**src/logic/fluntp_regs.svh**
```systemverilog
`ifndef FLUNTP_REGS_SVH
`define FLUNTP_REGS_SVH
// Control register value that starts the unlock sequence
`define FLUNTP_CTRL_RESET_VAL   8'h00
// Reset value of the frequency bytes
`define FLUNTP_FREQ_RESET       8'h00
// Divider from kHz value to a 1 kHz tick: clock cycles per ms = khz
`define FLUNTP_KHZ_PER_MHZ      16'h03e8
// Supported clock window, in kHz
`define FLUNTP_KHZ_MIN          16'h0014
`define FLUNTP_KHZ_MAX          16'h4e20
// Default key values written to the control register after page select
`define FLUNTP_KEY1_DEFAULT     8'h73
`define FLUNTP_KEY2_DEFAULT     8'h8c
// Default operation length in 1 kHz ticks
`define FLUNTP_OP_TICKS_DEFAULT 16'h0002
`endif

```
**src/logic/fluntp_pkg.sv**
```systemverilog
package fluntp_pkg;
    typedef enum logic [2:0]
    {
        lock_idle,
        lock_got_reset,
        lock_got_page,
        lock_got_key1,
        lock_open
    } fluntp_lock_t;

    typedef enum logic [1:0]
    {
        op_idle,
        op_busy
    } fluntp_op_t;
endpackage : fluntp_pkg

```
**src/logic/fluntp_tick.sv**
```systemverilog
`timescale 1ns/1ps
`include "fluntp_regs.svh"
// Produces a one-cycle pulse every flash_clock_khz cycles (one per ms)
module fluntp_tick
(
    // Clock and reset
    input  wire logic        clock,
    input  wire logic        reset,
    // Control
    input  wire logic        run,
    input  wire logic [15:0] flash_clock_khz,
    // Output
    output logic             tick
);
    logic [15:0] count;
    logic [15:0] next_count;
    logic        next_tick;

    always_comb
    begin
        next_count = count;
        next_tick  = 1'b0;
        if (!run)
        begin
            next_count = 16'h0000;
        end
        else if (count + 16'h0001 >= flash_clock_khz)
        begin
            next_count = 16'h0000;
            next_tick  = 1'b1;
        end
        else
        begin
            next_count = count + 16'h0001;
        end
    end

    always_ff @(posedge clock)
    begin
        if (reset)
        begin
            count <= 16'h0000;
            tick  <= 1'b0;
        end
        else
        begin
            count <= next_count;
            tick  <= next_tick;
        end
    end
endmodule : fluntp_tick

```
**src/logic/fluntp_top.sv**
```systemverilog
`timescale 1ns/1ps
`include "fluntp_regs.svh"
// Operation
// - Frequency high and low bytes form a 16-bit kHz value timing program and erase.
// - Any reset leaves the controller locked, blocking programming and erasure.
// - Program or erase is allowed only after the unlock write sequence.
// - Out-of-sequence control or page select writes relock the controller.
// - First step writes 00 to control register, resetting controller state.
// - Read protect option blocks debugger and bypass reads of user code.
// - Write or erase needs unlock, sector protection and write-protect option agreeing.
module fluntp_top
#(
    parameter logic [7:0]  KEY1      = `FLUNTP_KEY1_DEFAULT,
    parameter logic [7:0]  KEY2      = `FLUNTP_KEY2_DEFAULT,
    parameter logic [15:0] OP_TICKS  = `FLUNTP_OP_TICKS_DEFAULT,
    parameter int          PAGE_BITS = 7
)
(
    // Clock and reset
    input  wire logic                 clock,
    input  wire logic                 reset,
    // Register writes from the CPU
    input  wire logic                 ctrl_write,
    input  wire logic                 page_write,
    input  wire logic                 freq_high_write,
    input  wire logic                 freq_low_write,
    input  wire logic [7:0]           write_data,
    // Protection inputs
    input  wire logic [7:0]           sector_protect,
    input  wire logic                 write_protect_option,
    input  wire logic                 read_protect_option,
    // Operation requests
    input  wire logic                 program_request,
    input  wire logic                 erase_request,
    // Read requests
    input  wire logic                 debug_read_request,
    input  wire logic                 bypass_read_request,
    input  wire logic                 cpu_read_request,
    // Flash array side
    output logic                      flash_program,
    output logic                      flash_erase,
    output logic [PAGE_BITS-1:0]      flash_page,
    output logic                      flash_read,
    // Status
    output logic                      unlocked,
    output logic                      busy,
    output logic                      read_blocked,
    output logic                      request_refused,
    output logic                      freq_out_of_range,
    output logic [15:0]               flash_clock_khz
);
    //////////////////////////////////////////////////////////////////////////
    fluntp_pkg::fluntp_lock_t lock_state;
    fluntp_pkg::fluntp_lock_t next_lock_state;
    fluntp_pkg::fluntp_op_t   op_state;
    fluntp_pkg::fluntp_op_t   next_op_state;
    logic [15:0]              next_flash_clock_khz;
    logic [PAGE_BITS-1:0]     page;
    logic [PAGE_BITS-1:0]     next_page;
    logic [15:0]              op_count;
    logic [15:0]              next_op_count;
    logic                     next_flash_program;
    logic                     next_flash_erase;
    logic                     next_flash_read;
    logic                     next_read_blocked;
    logic                     next_refused;
    logic                     next_range;
    logic                     sector_ok;
    logic                     allowed;
    logic                     tick;

    // Sector is one eighth of the page space
    assign sector_ok = !sector_protect[page[PAGE_BITS-1 -: 3]];
    assign allowed   = (lock_state == fluntp_pkg::lock_open) && sector_ok
                       && !write_protect_option;

    //////////////////////////////////////////////////////////////////////////
    // Frequency value
    always_comb
    begin
        next_flash_clock_khz = flash_clock_khz;
        if (freq_high_write)
        begin
            next_flash_clock_khz[15:8] = write_data;
        end
        if (freq_low_write)
        begin
            next_flash_clock_khz[7:0] = write_data;
        end
        next_range = (flash_clock_khz < `FLUNTP_KHZ_MIN)
                     || (flash_clock_khz > `FLUNTP_KHZ_MAX);
    end

    always_ff @(posedge clock)
    begin
        if (reset)
        begin
            flash_clock_khz   <= {`FLUNTP_FREQ_RESET, `FLUNTP_FREQ_RESET};
            freq_out_of_range <= 1'b1;
        end
        else
        begin
            flash_clock_khz   <= next_flash_clock_khz;
            freq_out_of_range <= next_range;
        end
    end

    //////////////////////////////////////////////////////////////////////////
    // Unlock sequence
    always_comb
    begin
        next_lock_state = lock_state;
        next_page       = page;
        if (ctrl_write)
        begin
            if (write_data == `FLUNTP_CTRL_RESET_VAL)
            begin
                next_lock_state = fluntp_pkg::lock_got_reset;
            end
            else
            begin
                case (lock_state)
                    fluntp_pkg::lock_got_page:
                        next_lock_state = (write_data == KEY1) ? fluntp_pkg::lock_got_key1
                                          : fluntp_pkg::lock_idle;
                    fluntp_pkg::lock_got_key1:
                        next_lock_state = (write_data == KEY2) ? fluntp_pkg::lock_open
                                          : fluntp_pkg::lock_idle;
                    default:
                        next_lock_state = fluntp_pkg::lock_idle;
                endcase
            end
        end
        else if (page_write)
        begin
            next_page = write_data[PAGE_BITS-1:0];
            next_lock_state = (lock_state == fluntp_pkg::lock_got_reset)
                              ? fluntp_pkg::lock_got_page
                              : fluntp_pkg::lock_idle;
        end
    end

    always_ff @(posedge clock)
    begin
        if (reset)
        begin
            lock_state <= fluntp_pkg::lock_idle;
            page       <= '0;
            unlocked   <= 1'b0;
        end
        else
        begin
            lock_state <= next_lock_state;
            page       <= next_page;
            unlocked   <= (next_lock_state == fluntp_pkg::lock_open);
        end
    end

    //////////////////////////////////////////////////////////////////////////
    // Program and erase timing
    fluntp_tick u_tick
    (
        .clock           (clock),
        .reset           (reset),
        .run             (op_state == fluntp_pkg::op_busy),
        .flash_clock_khz (flash_clock_khz),
        .tick            (tick)
    );

    always_comb
    begin
        next_op_state      = op_state;
        next_op_count      = op_count;
        next_flash_program = flash_program;
        next_flash_erase   = flash_erase;
        next_refused       = 1'b0;
        case (op_state)
            fluntp_pkg::op_idle:
            begin
                if (program_request || erase_request)
                begin
                    if (allowed && !freq_out_of_range)
                    begin
                        next_op_state      = fluntp_pkg::op_busy;
                        next_op_count      = OP_TICKS;
                        next_flash_program = program_request;
                        next_flash_erase   = erase_request && !program_request;
                    end
                    else
                    begin
                        next_refused = 1'b1;
                    end
                end
            end
            fluntp_pkg::op_busy:
            begin
                if (tick)
                begin
                    next_op_count = op_count - 16'h0001;
                    if (op_count <= 16'h0001)
                    begin
                        next_op_state      = fluntp_pkg::op_idle;
                        next_flash_program = 1'b0;
                        next_flash_erase   = 1'b0;
                    end
                end
            end
            default:
                next_op_state = fluntp_pkg::op_idle;
        endcase
    end

    always_ff @(posedge clock)
    begin
        if (reset)
        begin
            op_state        <= fluntp_pkg::op_idle;
            op_count        <= 16'h0000;
            flash_program   <= 1'b0;
            flash_erase     <= 1'b0;
            busy            <= 1'b0;
            request_refused <= 1'b0;
        end
        else
        begin
            op_state        <= next_op_state;
            op_count        <= next_op_count;
            flash_program   <= next_flash_program;
            flash_erase     <= next_flash_erase;
            busy            <= (next_op_state == fluntp_pkg::op_busy);
            request_refused <= next_refused;
        end
    end

    //////////////////////////////////////////////////////////////////////////
    // Read protection
    always_comb
    begin
        next_read_blocked = read_protect_option
                            && (debug_read_request || bypass_read_request);
        next_flash_read   = cpu_read_request
                            || (!read_protect_option
                                && (debug_read_request || bypass_read_request));
    end

    always_ff @(posedge clock)
    begin
        if (reset)
        begin
            flash_read   <= 1'b0;
            read_blocked <= 1'b0;
            flash_page   <= '0;
        end
        else
        begin
            flash_read   <= next_flash_read;
            read_blocked <= next_read_blocked;
            flash_page   <= page;
        end
    end
endmodule : fluntp_top

```
**config.mk**
```make
export PLATFORM = sky130hd
export DESIGN_NAME = fluntp_top
export DESIGN_NICKNAME = d
export VERILOG_FILES = /design/src/logic/fluntp_pkg.sv /design/src/logic/fluntp_tick.sv /design/src/logic/fluntp_top.sv
export VERILOG_INCLUDE_DIRS = /design/src /design/src/logic
export SDC_FILE = /design/constraint.sdc
export NUM_CORES = 1
export LEC_CHECK = 0
export ABC_AREA = 1
export BUFFER_PORTS_ARGS = -buffer_cell sky130_fd_sc_hd__buf_2
export CAP_MARGIN = 20
export CORE_MARGIN = 3
export CORE_UTILIZATION = 54
export CTS_BUF_LIST = sky130_fd_sc_hd__clkbuf_8
export CTS_CLUSTER_SIZE = 16
export DETAILED_ROUTE_END_ITERATION = 16
export HOLD_SLACK_MARGIN = 0.02
export PLACE_DENSITY_LB_ADDON = 0.2
export SETUP_SLACK_MARGIN = 0.4
export SLEW_MARGIN = 20
export SYNTH_ARGS = -nofsm -noshare
export SYNTH_HDL_FRONTEND = slang
export SYNTH_HIERARCHICAL = 1
export SYNTH_SLANG_ARGS = --single-unit
```
**constraint.sdc**
```tcl
create_clock -name clock -period 2.2 [get_ports clock]
set_input_delay 0.44 -clock clock [delete_from_list [all_inputs] [get_ports clock]]
set_output_delay 0.44 -clock clock [all_outputs]
set_load 0.1 [all_outputs]
```
# Word-level counts from Yosys, hierarchy flattened
# Index checks and enable logic that the tools add are counted.
[totals] reg_bits=76 input_bits=29 out_inout_bits=31 word_cells=93
[classes] add_sub_neg=2 order_cmp=5 n_eq_ne=13 muxes=28 n_bitwise=4 n_reduce_logical=24
[ops] op="16-bit 2-to-1 mux" count=3
[ops] op="16-bit one-hot mux with 2 select lines" count=1
[ops] op="16-bit by 1-bit adder with 16-bit output (second input constant)" count=1
[ops] op="16-bit greater-or-equal comparator" count=1
[ops] op="16-bit by 15-bit > comparator with 1-bit output (second input constant)" count=1
[ops] op="16-bit by 1-bit less-or-equal comparator with 1-bit output (second input constant)" count=1
[ops] op="16-bit by 5-bit less-than comparator with 1-bit output (second input constant)" count=1
[ops] op="16-bit by 1-bit subtractor with 16-bit output (second input constant)" count=1
[ops] op="2-bit 2-to-1 mux" count=6
[ops] op="3-bit 2-to-1 mux" count=4
[ops] op="1-bit 2-to-1 mux" count=9
[ops] op="8-bit by 7-bit == test with 1-bit output (second input constant)" count=1
[ops] op="8-bit == test (second input constant)" count=1
[ops] op="8-bit zero test" count=1
[ops] op="2-bit inequality test (second input constant)" count=4
[ops] op="3-bit by 2-bit == test with 1-bit output (second input constant)" count=2
[ops] op="3-bit == test (second input constant)" count=2
[ops] op="1-bit logical AND" count=6
[ops] op="3-bit one-hot mux with 2 select lines" count=1
[ops] op="3-bit OR reduction" count=2
[ops] op="1-bit zero test" count=5
[ops] op="5-bit AND reduction" count=1
[ops] op="2-bit by 1-bit == test with 1-bit output (second input constant)" count=2
[ops] op="1-bit logical OR" count=4
[ops] op="11 further kinds" count=15

# Logic depth before layout (Yosys ltp)
# Gate-level depths: netlist of the first run.
[depth] word_depth=10 depth_mapped=18 depth_no_buf=17

# By module
# Netlist of the first run, hierarchy kept.
[by_module_without_submodules] mod="fluntp_top" n_inst=1 cells_per_inst=397 area_per_inst_um2=2891.5 seq_area_each_um2=1181.1
[by_module_without_submodules] mod="fluntp_tick" n_inst=1 cells_per_inst=187 area_per_inst_um2=1267.5 seq_area_each_um2=340.3

# Worst setup path after synthesis of the first run
# No wires, ideal clock.
[synth_timing] path_type="register to register" startpoint="register u_tick.count[0]" endpoint="register u_tick.count[6]" setup_ps=119 arrival_time_ps=2143 t_required_ps=2081 setup_slack_ps=-62 path_stages_with_launch=19 path_buffers=1 period_less_slack_ps=2262 cell_sequence="dfxtp_1 -> ha_1 -> nand2_1 -> nor2_2 -> nand2_1 -> nor2_2 -> xnor2_1 -> inv_1 -> ha_1 -> nand2_1 -> inv_1 -> nand2_1 -> nor2_1 -> nor2_1 -> nand2_1 -> nand2_1 -> nand3_2 -> buf_2 -> nor2_1"
[synth_via] elab_chain_len=3
[synth_rtl] item="from (decl)" line_no="fluntp_tick.sv:15" rtl="logic [15:0] count;"
[synth_rtl] item="from (signal assigned)" line_no="fluntp_tick.sv:47" rtl="count <= next_count;"
[synth_rtl] item="16-bit by 1-bit adder with 16-bit output *" line_no="fluntp_tick.sv:27, fluntp_tick.sv:34"
[synth_rtl] item="16-bit greater-or-equal comparator" line_no="fluntp_tick.sv:27" rtl="else if (count + 16'h0001 >= flash_clock_khz)"
[synth_rtl] item="3-bit OR reduction (no source line)"
# Mark *: on every way between the ends. The rest lies on a longest branch, timed or not.
# A chain may end at the register's enable or synchronous reset.

# Worst setup path after layout of the first run
[layout_timing] startpoint="register u_tick.count[0]" endpoint="register u_tick.count[3]"
# The elaborated chain is that of the path after synthesis.

==> results of run 1 <==
-- cell type report --
cell class / count / area, um^2 / share of cell area [%]
clock inverters: 6 / 81.3 / 1.57
flip-flops and latches: 76 / 1550 / 30.0
clock buffers: 9 / 124 / 2.40
well taps: 99 / 124 / 2.40
repair buffers: 86 / 531 / 10.3
inverters: 86 / 323 / 6.24
multi-input cells: 409 / 2440 / 47.1
-- cells by family after synthesis --
| logic type | synth area share, % |
|---|---|
| AO/OA/AOI/OAI | 10.2 |
| other | 0.0902 |
| buffers and inverters | 10.3 |
| XOR/XNOR | 5.02 |
| adder cells (fa/ha/maj) | 5.72 |
| flip-flops | 36.6 |
| AND/OR/NAND/NOR | 32.1 |
-- placed cells by master (no fill, tap or decap), drive strengths merged --
| cell | n |
|---|---|
| a21boi | 1 |
| a21oi | 42 |
| a31o | 1 |
| and2 | 1 |
| buf | 86 |
| bufinv | 2 |
| clkbuf | 9 |
| clkinv | 3 |
| clkinvlp | 1 |
| conb | 1 |
| dfxtp | 76 |
| ha | 19 |
| inv | 86 |
| nand2 | 107 |
| nand3 | 36 |
| nand3b | 1 |
| nand4 | 12 |
| nor2 | 116 |
| nor3 | 16 |
| nor3b | 1 |
| o2111ai | 1 |
| o21ai | 30 |
| or2 | 1 |
| xnor2 | 9 |
| xor2 | 14 |
-- metrics by stage --
step | TNS [ns] | hold WS (ns)
after floorplan | 0 | 0.400
after detailed placement | -0.999 | 0.414
after global routing | -4.32 | 0.296
after CTS | -0.673 | 0.287
after global placement | 0 | 0.407
final | -1.25 | 0.303
-- worst register-to-register path, delay by kind of cell (launching register included) --
kind / cells / cell delay [ns]
XOR/XNOR: 1 / 0.13
AND/OR/NAND/NOR: 12 / 1.00
buffers and inverters: 3 / 0.29
flip-flops: 1 / 0.38
adder cells (fa/ha/maj): 2 / 0.41
-- registers in the layout, indices dropped and copies added, names as in the netlist --
signal             cells
busy                   1
flash_clock_khz       16
flash_erase            1
flash_page             7
flash_program          1
flash_read             1
freq_out_of_range      1
lock_state             3
op_count              16
op_state               2
page                   7
read_blocked           1
request_refused        1
u_tick/count          16
u_tick/tick            1
unlocked               1
-- per-layer routing --
layer / up-vias / wire, um / track usage, %
li1: 2008 / - / -
met1: 1779 / 4270 / 27.5
met2: 102 / 5210 / 42.8
met3: 12 / 513 / 6.25
met4: 0 / 129 / 6.86
met5: - / 0 / 0
-- power by group --
group	total, mW	internal, mW	switching, mW
Clock	1.12	0.624	0.494
Sequential	1.45	1.41	0.0366
Combinational	0.465	0.0960	0.369
-- what timing repair did --
action                                  CTS  global route
endpoints found under the setup margin   17            18
setup buffers                             5             3
gates cloned                              1             0
pin swaps                                16             6
gates resized for setup                  21            28
hold buffers                              0             0
-- final timing paths --
check | endpoint | slack, ns | from
min reg2reg | flash_page[1]$_SDFF_PP0_ | 0.42 | page[1]$_SDFFE_PP0P_
min | flash_read$_SDFF_PP0_ | 0.30 | cpu_read_request
max | u_tick/count[3]$_SDFF_PP0_ | -0.09 | u_tick/count[0]$_SDFF_PP0_
max reg2reg | u_tick/count[3]$_SDFF_PP0_ | -0.09 | u_tick/count[0]$_SDFF_PP0_
==> flow_summary.yaml, run 1 <==
timing:
  timing.fmax_mhz: 436
  setup_viol: 16
  period_share_pct: 104
  slew_viol_final: 0
  finClkSkew_ns: 0.00604
  maxSlewHeadroom_pct: 49.9
  worst_pin_slew_ns: 0.751
  finalHoldViolations: 0
  rsz0062_at_grt: "true"
  period_needed_ns: 2.29
  fin_ws_ns: -0.0910
placed_design:
  pre_cts_ws_ns: -0.0967
  dp_hpwl_um: 7070
  port_buffers: 59
  gp_congestion: 0.926
  place_inst: 747
  place_area_mm2: 0.00468
yosys:
  synth_seq_cells: 76
  synth-main-ff-cell: "dfxtp_1"
  yosysMostFrequentCell: "nor2_1"
  synth.top_cell.area_share_pct: 36.6
  synth_common_cells: "nor2_1, nand2_1, inv_1, dfxtp_1, nand3_1"
  synth_nets: 632
  syn_area_per_cell_um2: 7.12
  synthArstFlopShare_pct: 0
  yosysSeqAreaShare_pct: 36.6
  synth_area_leaders: "dfxtp_1, nor2_1, nand2_1, inv_1, ha_1"
  yosysWarnings: 6
  synth_largest_area_cell: "dfxtp_1"
  ys_types: 40
  syn_area_mm2: 0.00416
  synth_enable_flop_cells: 0
  synth_cells: 584
cts:
  htreeDepth: 3
  cts_made_buffers: 9
  cts_tree: "built"
  cts_sinks: 76
  clk_latency_ns: 0.35
  cts_root_buf: "clkbuf_8"
  clockBufferDepth: 2
  clk_pin_slew_ns: 0.07
cells_and_area:
  fill_cells: 625
  layout-drive-gt1-share_pct: 29.3
  nNetsFinal: 716
  final_cells: 771
  syn2layout_area_growth_pct: 24.3
  fin_util_pct: 70.2
  antenna_cells: 0
  final_area_mm2: 0.00517
floorplan:
  num_rows: 31
  start_util_pct: 56.4
  die_area_mm2: 0.00879
  die_w_um: 93.8
  io_pins: 60
  core_mm2: 0.00737
  die_y_um: 93.8
power:
  total_power_mw: 3.03
  power.density_mw_per_mm2: 587
  peakVddDrop_mv: 0.407
  leakage_nw: 2.53
worst_setup_path:
  slowest_stage: "dfxtp_4"
  path_depth: 18
  cp.required_ns: 2.48
  worstPathMaxFanout: 8
  cp_top_family: "simple AND/OR/NAND/NOR gates"
  reg2reg_depth: 18
  worstPathArrival_ns: 2.58
  worst_setup_path_end_kind: "flop"
  critPathLaunchType: "flop"
  slowest_delay_ns: 0.38
  crit_buf_inv: 3
  crit_chain: "ha_4 -> nand2_4 -> nor2_4 -> nand2_2 -> nor2_4 -> xnor2_2 -> inv_1 -> ha_1 -> nand2_1 -> inv_2 -> nand2_2 -> nor2_1 -> nor2_1 -> nand2_1 -> nand2_2 -> nand3_4 -> buf_12 -> nor2_2"
  critPathKind: "flop to flop"
  crit_top_cell: "nand2_2"
drt:
  antenna_left: 0
  viasPerCell: 5.06
  via_count: 3901
  drc: 0
  drt_wl_total_um: 10100
  drtIter0Drc: 146
  wl_per_cell_um: 13.1
  first_pass_iters: 5
min_path:
  min_path_cells: 3
  holdCritPathClass: "input port to flop"
global_route:
  grt_antenna_before_repair: 0
  grt_pass1_vias: 3784
  grt_pass1_wl_um: 16700
  track_usage_pct: 23.8
  grt_max_degree: 29
  grt-ovfl-total: 0
run_status:
  status: "finished, violations left"
  violations: "negative setup slack"
run:
  maxCapViolations: 0
No activity file was read; power rests on OpenSTA's default activity.
==> run 2: changes to the inputs <==
- clock period: 2.2 -> 2 ns (I/O delays scaled with it)
==> run 2 against run 1 <==
Against the previous run: the flow still finishes with violations (negative setup slack); combinational power increased by 12%; hold slack got worse by 0.041 ns; worst setup slack got worse by 0.23 ns; total power increased by 5.0%; core utilization is 1.2 points higher; global-route usage up 0.075 points; sequential share of layout area down 0.40 points; clock power is 4% lower; via count is 4.5% higher; critical path type unchanged; critical endpoint is now u_tick/count[13]$_SDFF_PP0_; largest power group unchanged.
==> flow_summary.yaml, run 2 (same netlist as run 1, synthesis figures left out) <==
run_status:
  status: "finished, violations left"
  violations: "negative setup slack"
placed_design:
  port_buffers: 59
  place_inst: 757
  place_area_mm2: 0.00475
  dp_hpwl_um: 7090
  gp_congestion: 0.863
  pre_cts_ws_ns: -0.287
worst_setup_path:
  rr_startpoint: "u_tick/count[10]$_SDFF_PP0_"
  reg2reg_depth: 12
  critPathKind: "flop to flop"
  timing.rr.end: "u_tick/count[13]$_SDFF_PP0_"
  worst_setup_path_end_kind: "flop"
  reg2reg_slack_ns: -0.33
  worstPathMaxFanout: 8
  worstPathArrival_ns: 2.61
  cp.required_ns: 2.29
  critPathLaunchType: "flop"
global_route:
  grt_antenna_before_repair: 0
  grt-ovfl-total: 0
  track_usage_pct: 23.9
  grt_pass1_wl_um: 16900
  grt_max_degree: 29
  grt_pass1_vias: 3914
min_path:
  min_path_cells: 3
  holdCritPathClass: "input port to flop"
  min_delay_worst_endpoint: "flash_read$_SDFF_PP0_"
  worstHoldStart: "cpu_read_request"
cts:
  cts_made_buffers: 9
  clockBufferDepth: 2
  htreeDepth: 3
  clk_pin_slew_ns: 0.08
  cts_tree: "built"
  clk_latency_ns: 0.35
  cts_sinks: 76
  cts_root_buf: "clkbuf_8"
drt:
  via_count: 4075
  first_pass_iters: 5
  viasPerCell: 5.20
  wl_per_cell_um: 13.1
  drt_wl_total_um: 10200
  antenna_left: 0
  drc: 0
  drtIter0Drc: 143
floorplan:
  die_area_mm2: 0.00879
  io_pins: 60
  die_w_um: 93.8
  core_mm2: 0.00737
  start_util_pct: 56.4
  die_y_um: 93.8
  num_rows: 31
power:
  power.density_mw_per_mm2: 606
  p_switching_mw: 1.01
  total_power_mw: 3.19
  seqPwrFrac_pct: 50.2
  power_frac_clock_pct: 33.5
  peakVddDrop_mv: 0.486
  p_comb_share_pct: 16.3
  p_sw_share_pct: 31.6
  p_int_mw: 2.18
  leakage_nw: 2.61
timing:
  fin_ws_ns: -0.325
  worst_pin_slew_ns: 0.701
  maxSlewHeadroom_pct: 53.2
  rsz0062_at_grt: "true"
  finClkSkew_ns: 0.00899
  finalSetupTns_ns: -5.05
  period_share_pct: 116
  timing.fmax_mhz: 430
  finalHoldViolations: 0
  slew_viol_final: 0
  setup_viol: 17
  period_needed_ns: 2.33
cells_and_area:
  antenna_cells: 0
  mostFrequentLayoutCells: "nor2_1, nand2_1, inv_1"
  layout-drive-gt1-share_pct: 31.1
  final_common_cell: "nor2_1"
  syn2layout_area_growth_pct: 26.4
  final_area_mm2: 0.00526
  final_cells: 783
  reg_top3: "flash_clock_khz x16, op_count x16, u_tick/count x16"
  nNetsFinal: 727
run:
  maxCapViolations: 0
==> run 2: per-stage QoR <==
step	utilization, %	hold WS, ns
finish	71.4	0.262
global route	71.4	0.253
CTS	70.0	0.259
detailed placement	64.5	0.414
global placement	64.5	0.407
floorplan	-	0.400
==> run 2: worst max path at each step <==
stage	from	end	cells after the start
floorplan	u_tick/count[0]$_SDFF_PP0_	u_tick/count[0]$_SDFF_PP0_	18
CTS	u_tick/count[0]$_SDFF_PP0_	u_tick/count[13]$_SDFF_PP0_	18
detailed placement	u_tick/count[2]$_SDFF_PP0_	u_tick/count[0]$_SDFF_PP0_	14
global route	u_tick/count[3]$_SDFF_PP0_	u_tick/count[13]$_SDFF_PP0_	15
global placement	u_tick/count[2]$_SDFF_PP0_	u_tick/count[0]$_SDFF_PP0_	14
finish	u_tick/count[10]$_SDFF_PP0_	u_tick/count[13]$_SDFF_PP0_	12
==> run 2: routing by layer <==
layer / GRT usage [%] / vias up / wire length [um]
li1: - / 2034 / -
met1: 27.8 / 1912 / 4260
met2: 42.8 / 115 / 5290
met3: 5.45 / 14 / 546
met4: 7.94 / 0 / 141
met5: 0 / - / 0
==> run 2: layout make-up <==
cell class,instances,area (um^2)
clock inverter,5,27.5
fill,603,2110
sequential,76,1560
clock buffer,11,151
inverter,86,323
tap,99,124
timing repair buffer,97,633
multi-input combinational,409,2440
==> run 2: worst max-delay path: stages (launching register included) <==
cell and delay [ns]:
dfxtp_1 0.45, nand2_1 0.08, nor2_1 0.27, nand4_1 0.13, nand2_1 0.11, inv_1 0.06, ha_1 0.31, a21oi_1 0.16
o21ai_1 0.10, nor2_2 0.19, nand3_4 0.14, buf_12 0.18, nor2_2 0.09
==> run 2: power by group through the flow <==
stage               registers (mW)  logic, mW  clock network (mW)
finish                        1.60      0.519                1.07
global route                  1.60      0.556                1.15
CTS                           1.60      0.513                1.09
detailed placement            1.63      0.502                   0
global placement              1.63      0.493                   0
floorplan                     1.87      0.155                   0
==> run 2: what timing repair did <==
item                       in CTS  in global routing
setup endpoints to repair      21                 39
pin swaps                      20                  4
resized for setup              30                 30
buffers inserted                8                  1
cloned                          1                  0
hold buffers                    0                  0
==> run 3: changes to the inputs <==
- ABC_AREA: 1 -> not set
- CORE_UTILIZATION: 54 -> 53
==> run 3 against run 2 <==
Against the previous run: the run still ends with negative setup slack left; global-route usage grew 3.8 points; sequential share of layout area down 2.4 points; maximum frequency down 16%; wire length up 19%; via count shrank 9.3%; core utilization is 17 points higher; combinational power rose by 3%; sequential power hardly changed; hold slack better by 0.0028 ns; area after synthesis is 11% lower; critical path type unchanged; largest cell class unchanged.
==> flow_summary.yaml, run 3 <==
power:
  power_frac_clock_pct: 37.9
  p_comb_share_pct: 15.7
  power.density_mw_per_mm2: 588
  leakage_nw: 2.52
  peakVddDrop_mv: 0.611
  seqPwrFrac_pct: 46.4
  p_sw_share_pct: 27.8
  total_power_mw: 3.40
  p_switching_mw: 0.946
  p_int_mw: 2.46
global_route:
  grt_antenna_before_repair: 0
  met1_usage_pct: 31.4
  grt-busiest-layer: "met2"
  gr-usage-met2_pct: 50.2
  grt-ovfl-total: 0
  grt_max_degree: 48
  grtUsageMet3_pct: 6.51
  track_usage_pct: 27.7
  grt_pass1_vias: 3701
  grt_pass1_wl_um: 17900
timing:
  timing.fmax_mhz: 362
  setup_viol: 18
  slew_viol_final: 0
  rsz0062_at_grt: "true"
  fin_ws_ns: -0.766
  finalHoldViolations: 0
  period_share_pct: 138
  finClkSkew_ns: 0.00747
  period_needed_ns: 2.77
cells_and_area:
  fin_util_pct: 88.1
  antenna_cells: 0
  nNetsFinal: 593
  final_area_mm2: 0.00579
  layout-drive-gt1-share_pct: 51.4
  syn2layout_area_growth_pct: 55.8
  mostFrequentLayoutCells: "buf_4, nor2_1, buf_2"
  reg_top3: "flash_clock_khz x16, op_count x16, u_tick/count x16"
  final_common_cell: "buf_4"
yosys:
  synth_seq_cells: 76
  synth-main-ff-cell: "dfxtp_1"
  synth_cells: 408
  synth.top_cell.area_share_pct: 41.0
  syn_area_per_cell_um2: 9.10
  synth_enable_flop_cells: 0
  synthArstFlopShare_pct: 0
  synth_area_leaders: "dfxtp_1, mux2i_1, ha_1, nor2_1, xnor2_1"
  yosysWarnings: 6
  synth_nets: 456
  synth_common_cells: "dfxtp_1, nor2_1, inv_1, mux2i_1, ha_1"
  yosysSeqAreaShare_pct: 41.0
  yosysMostFrequentCell: "dfxtp_1"
  syn_area_mm2: 0.00371
  synth_largest_area_cell: "dfxtp_1"
  ys_types: 59
run_status:
  status: "finished, violations left"
  violations: "negative setup slack"
floorplan:
  start_util_pct: 56.6
  io_pins: 60
  die_y_um: 89.7
  die_area_mm2: 0.00805
  core_mm2: 0.00657
  num_rows: 29
  die_w_um: 89.7
placed_design:
  gp_congestion: 0.856
  place_area_mm2: 0.00460
  pre_cts_ws_ns: -0.533
  port_buffers: 59
  dp_hpwl_um: 6250
cts:
  htreeDepth: 3
  cts_tree: "built"
  clk_latency_ns: 0.35
  cts_sinks: 76
  cts_made_buffers: 9
  cts_root_buf: "clkbuf_8"
  clockBufferDepth: 2
  clk_pin_slew_ns: 0.08
drt:
  drt_wl_total_um: 12200
  drtIter0Drc: 227
  wl_per_cell_um: 19.1
  first_pass_iters: 4
  viasPerCell: 5.78
  via_count: 3697
  antenna_left: 0
  drc: 0
worst_setup_path:
  critPathKind: "flop to flop"
  critPathLaunchType: "flop"
  worst_setup_path_end_kind: "flop"
  worstPathMaxFanout: 8
  worstPathArrival_ns: 3.00
  cp.required_ns: 2.23
run:
  maxCapViolations: 0
min_path:
  holdCritPathClass: "input port to flop"
run 3: changes by cell type after synthesis, sizes merged, moves of 11 or more:
cell   change
nor4      +16
o21ai     -24
mux2i     +27
a21oi     -31
inv       -52
nand3     -25
nor2      -57
nor2b     +11
nand2     -90
run 3: path summary, 6_finish.rpt:
kind | startpoint | to | slack, ns | cells after the start
max | u_tick/count[10]$_SDFF_PP0_ | u_tick/count[9]$_SDFF_PP0_ | -0.77 | 12
min | cpu_read_request | flash_read$_SDFF_PP0_ | 0.27 | 3
max reg2reg | u_tick/count[10]$_SDFF_PP0_ | u_tick/count[9]$_SDFF_PP0_ | -0.77 | 12
min reg2reg | page[1]$_SDFFE_PP0P_ | flash_page[1]$_SDFF_PP0_ | 0.47 | 1
run 3: layout make-up:
cell class	instances	area, um^2
Multi-Input combinational cell	284	2650
Sequential cell	76	1570
Timing Repair Buffer	141	1120
Fill cell	285	779
Clock buffer	11	151
Inverter	33	124
Tap cell	93	116
Clock inverter	2	60.1
run 3: worst max-delay path, cell delays in order (launching register included):
cell and delay, ns:
dfxtp_2 0.34, buf_4 0.13, and3_1 0.15, and4_2 0.26
xnor2_2 0.29, inv_1 0.10, ha_1 0.35, and4_4 0.27
o311ai_4 0.12, o31ai_4 0.26, buf_6 0.15, buf_12 0.15
nor4_2 0.07
run 3: cells by family (layout without fill, tap and decap cells):
kind of cell             after synthesis  in the layout  synth area share [%]
XOR/XNOR                              26             26                  6.13
multiplexers                          28             28                  7.58
adder cells (fa/ha/maj)               19             19                  6.40
AND/OR/NAND/NOR                      173            173                  25.6
buffers and inverters                 48            187                  5.15
flip-flops                            76             76                  41.0
other                                  1              1                 0.101
AO/OA/AOI/OAI                         37             37                  8.12
run 3: power groups by stage:
stage                     Clock [mW]  Combinational, mW  Sequential (mW)
final                           1.29              0.535             1.58
after floorplan                    0              0.160             1.82
after global placement             0              0.470             1.61
after detailed placement           0              0.476             1.62
after CTS                       1.29              0.500             1.58
after global routing            1.36              0.561             1.58
run 3: what timing repair did:
item / 4_1_cts / 5_1_grt
pin swaps: 39 / 32
gates resized for setup: 86 / 56
endpoints found under the setup margin: 43 / 40
cloned: 3 / 0
hold buffers: 0 / 0
buffers inserted: 23 / 11
run 3: routing by layer:
metal / share of wire [%] / routed length (um) / up-vias
met5: 0 / 0 / -
met4: 3.7 / 447 / 0
met3: 4.9 / 592 / 39
met2: 53 / 6500 / 140
met1: 38 / 4660 / 1824
li1: - / - / 1694
run 3: metrics by stage:
step | cells | hold WS [ns] | setup TNS (ns)
finish | 640 | 0.265 | -12.85
global route | 640 | 0.299 | -13.76
CTS | 629 | 0.258 | -8.65
detailed placement | 590 | 0.459 | -8.70
global placement | 590 | 0.447 | -7.86
floorplan | 408 | 0.438 | -8.06
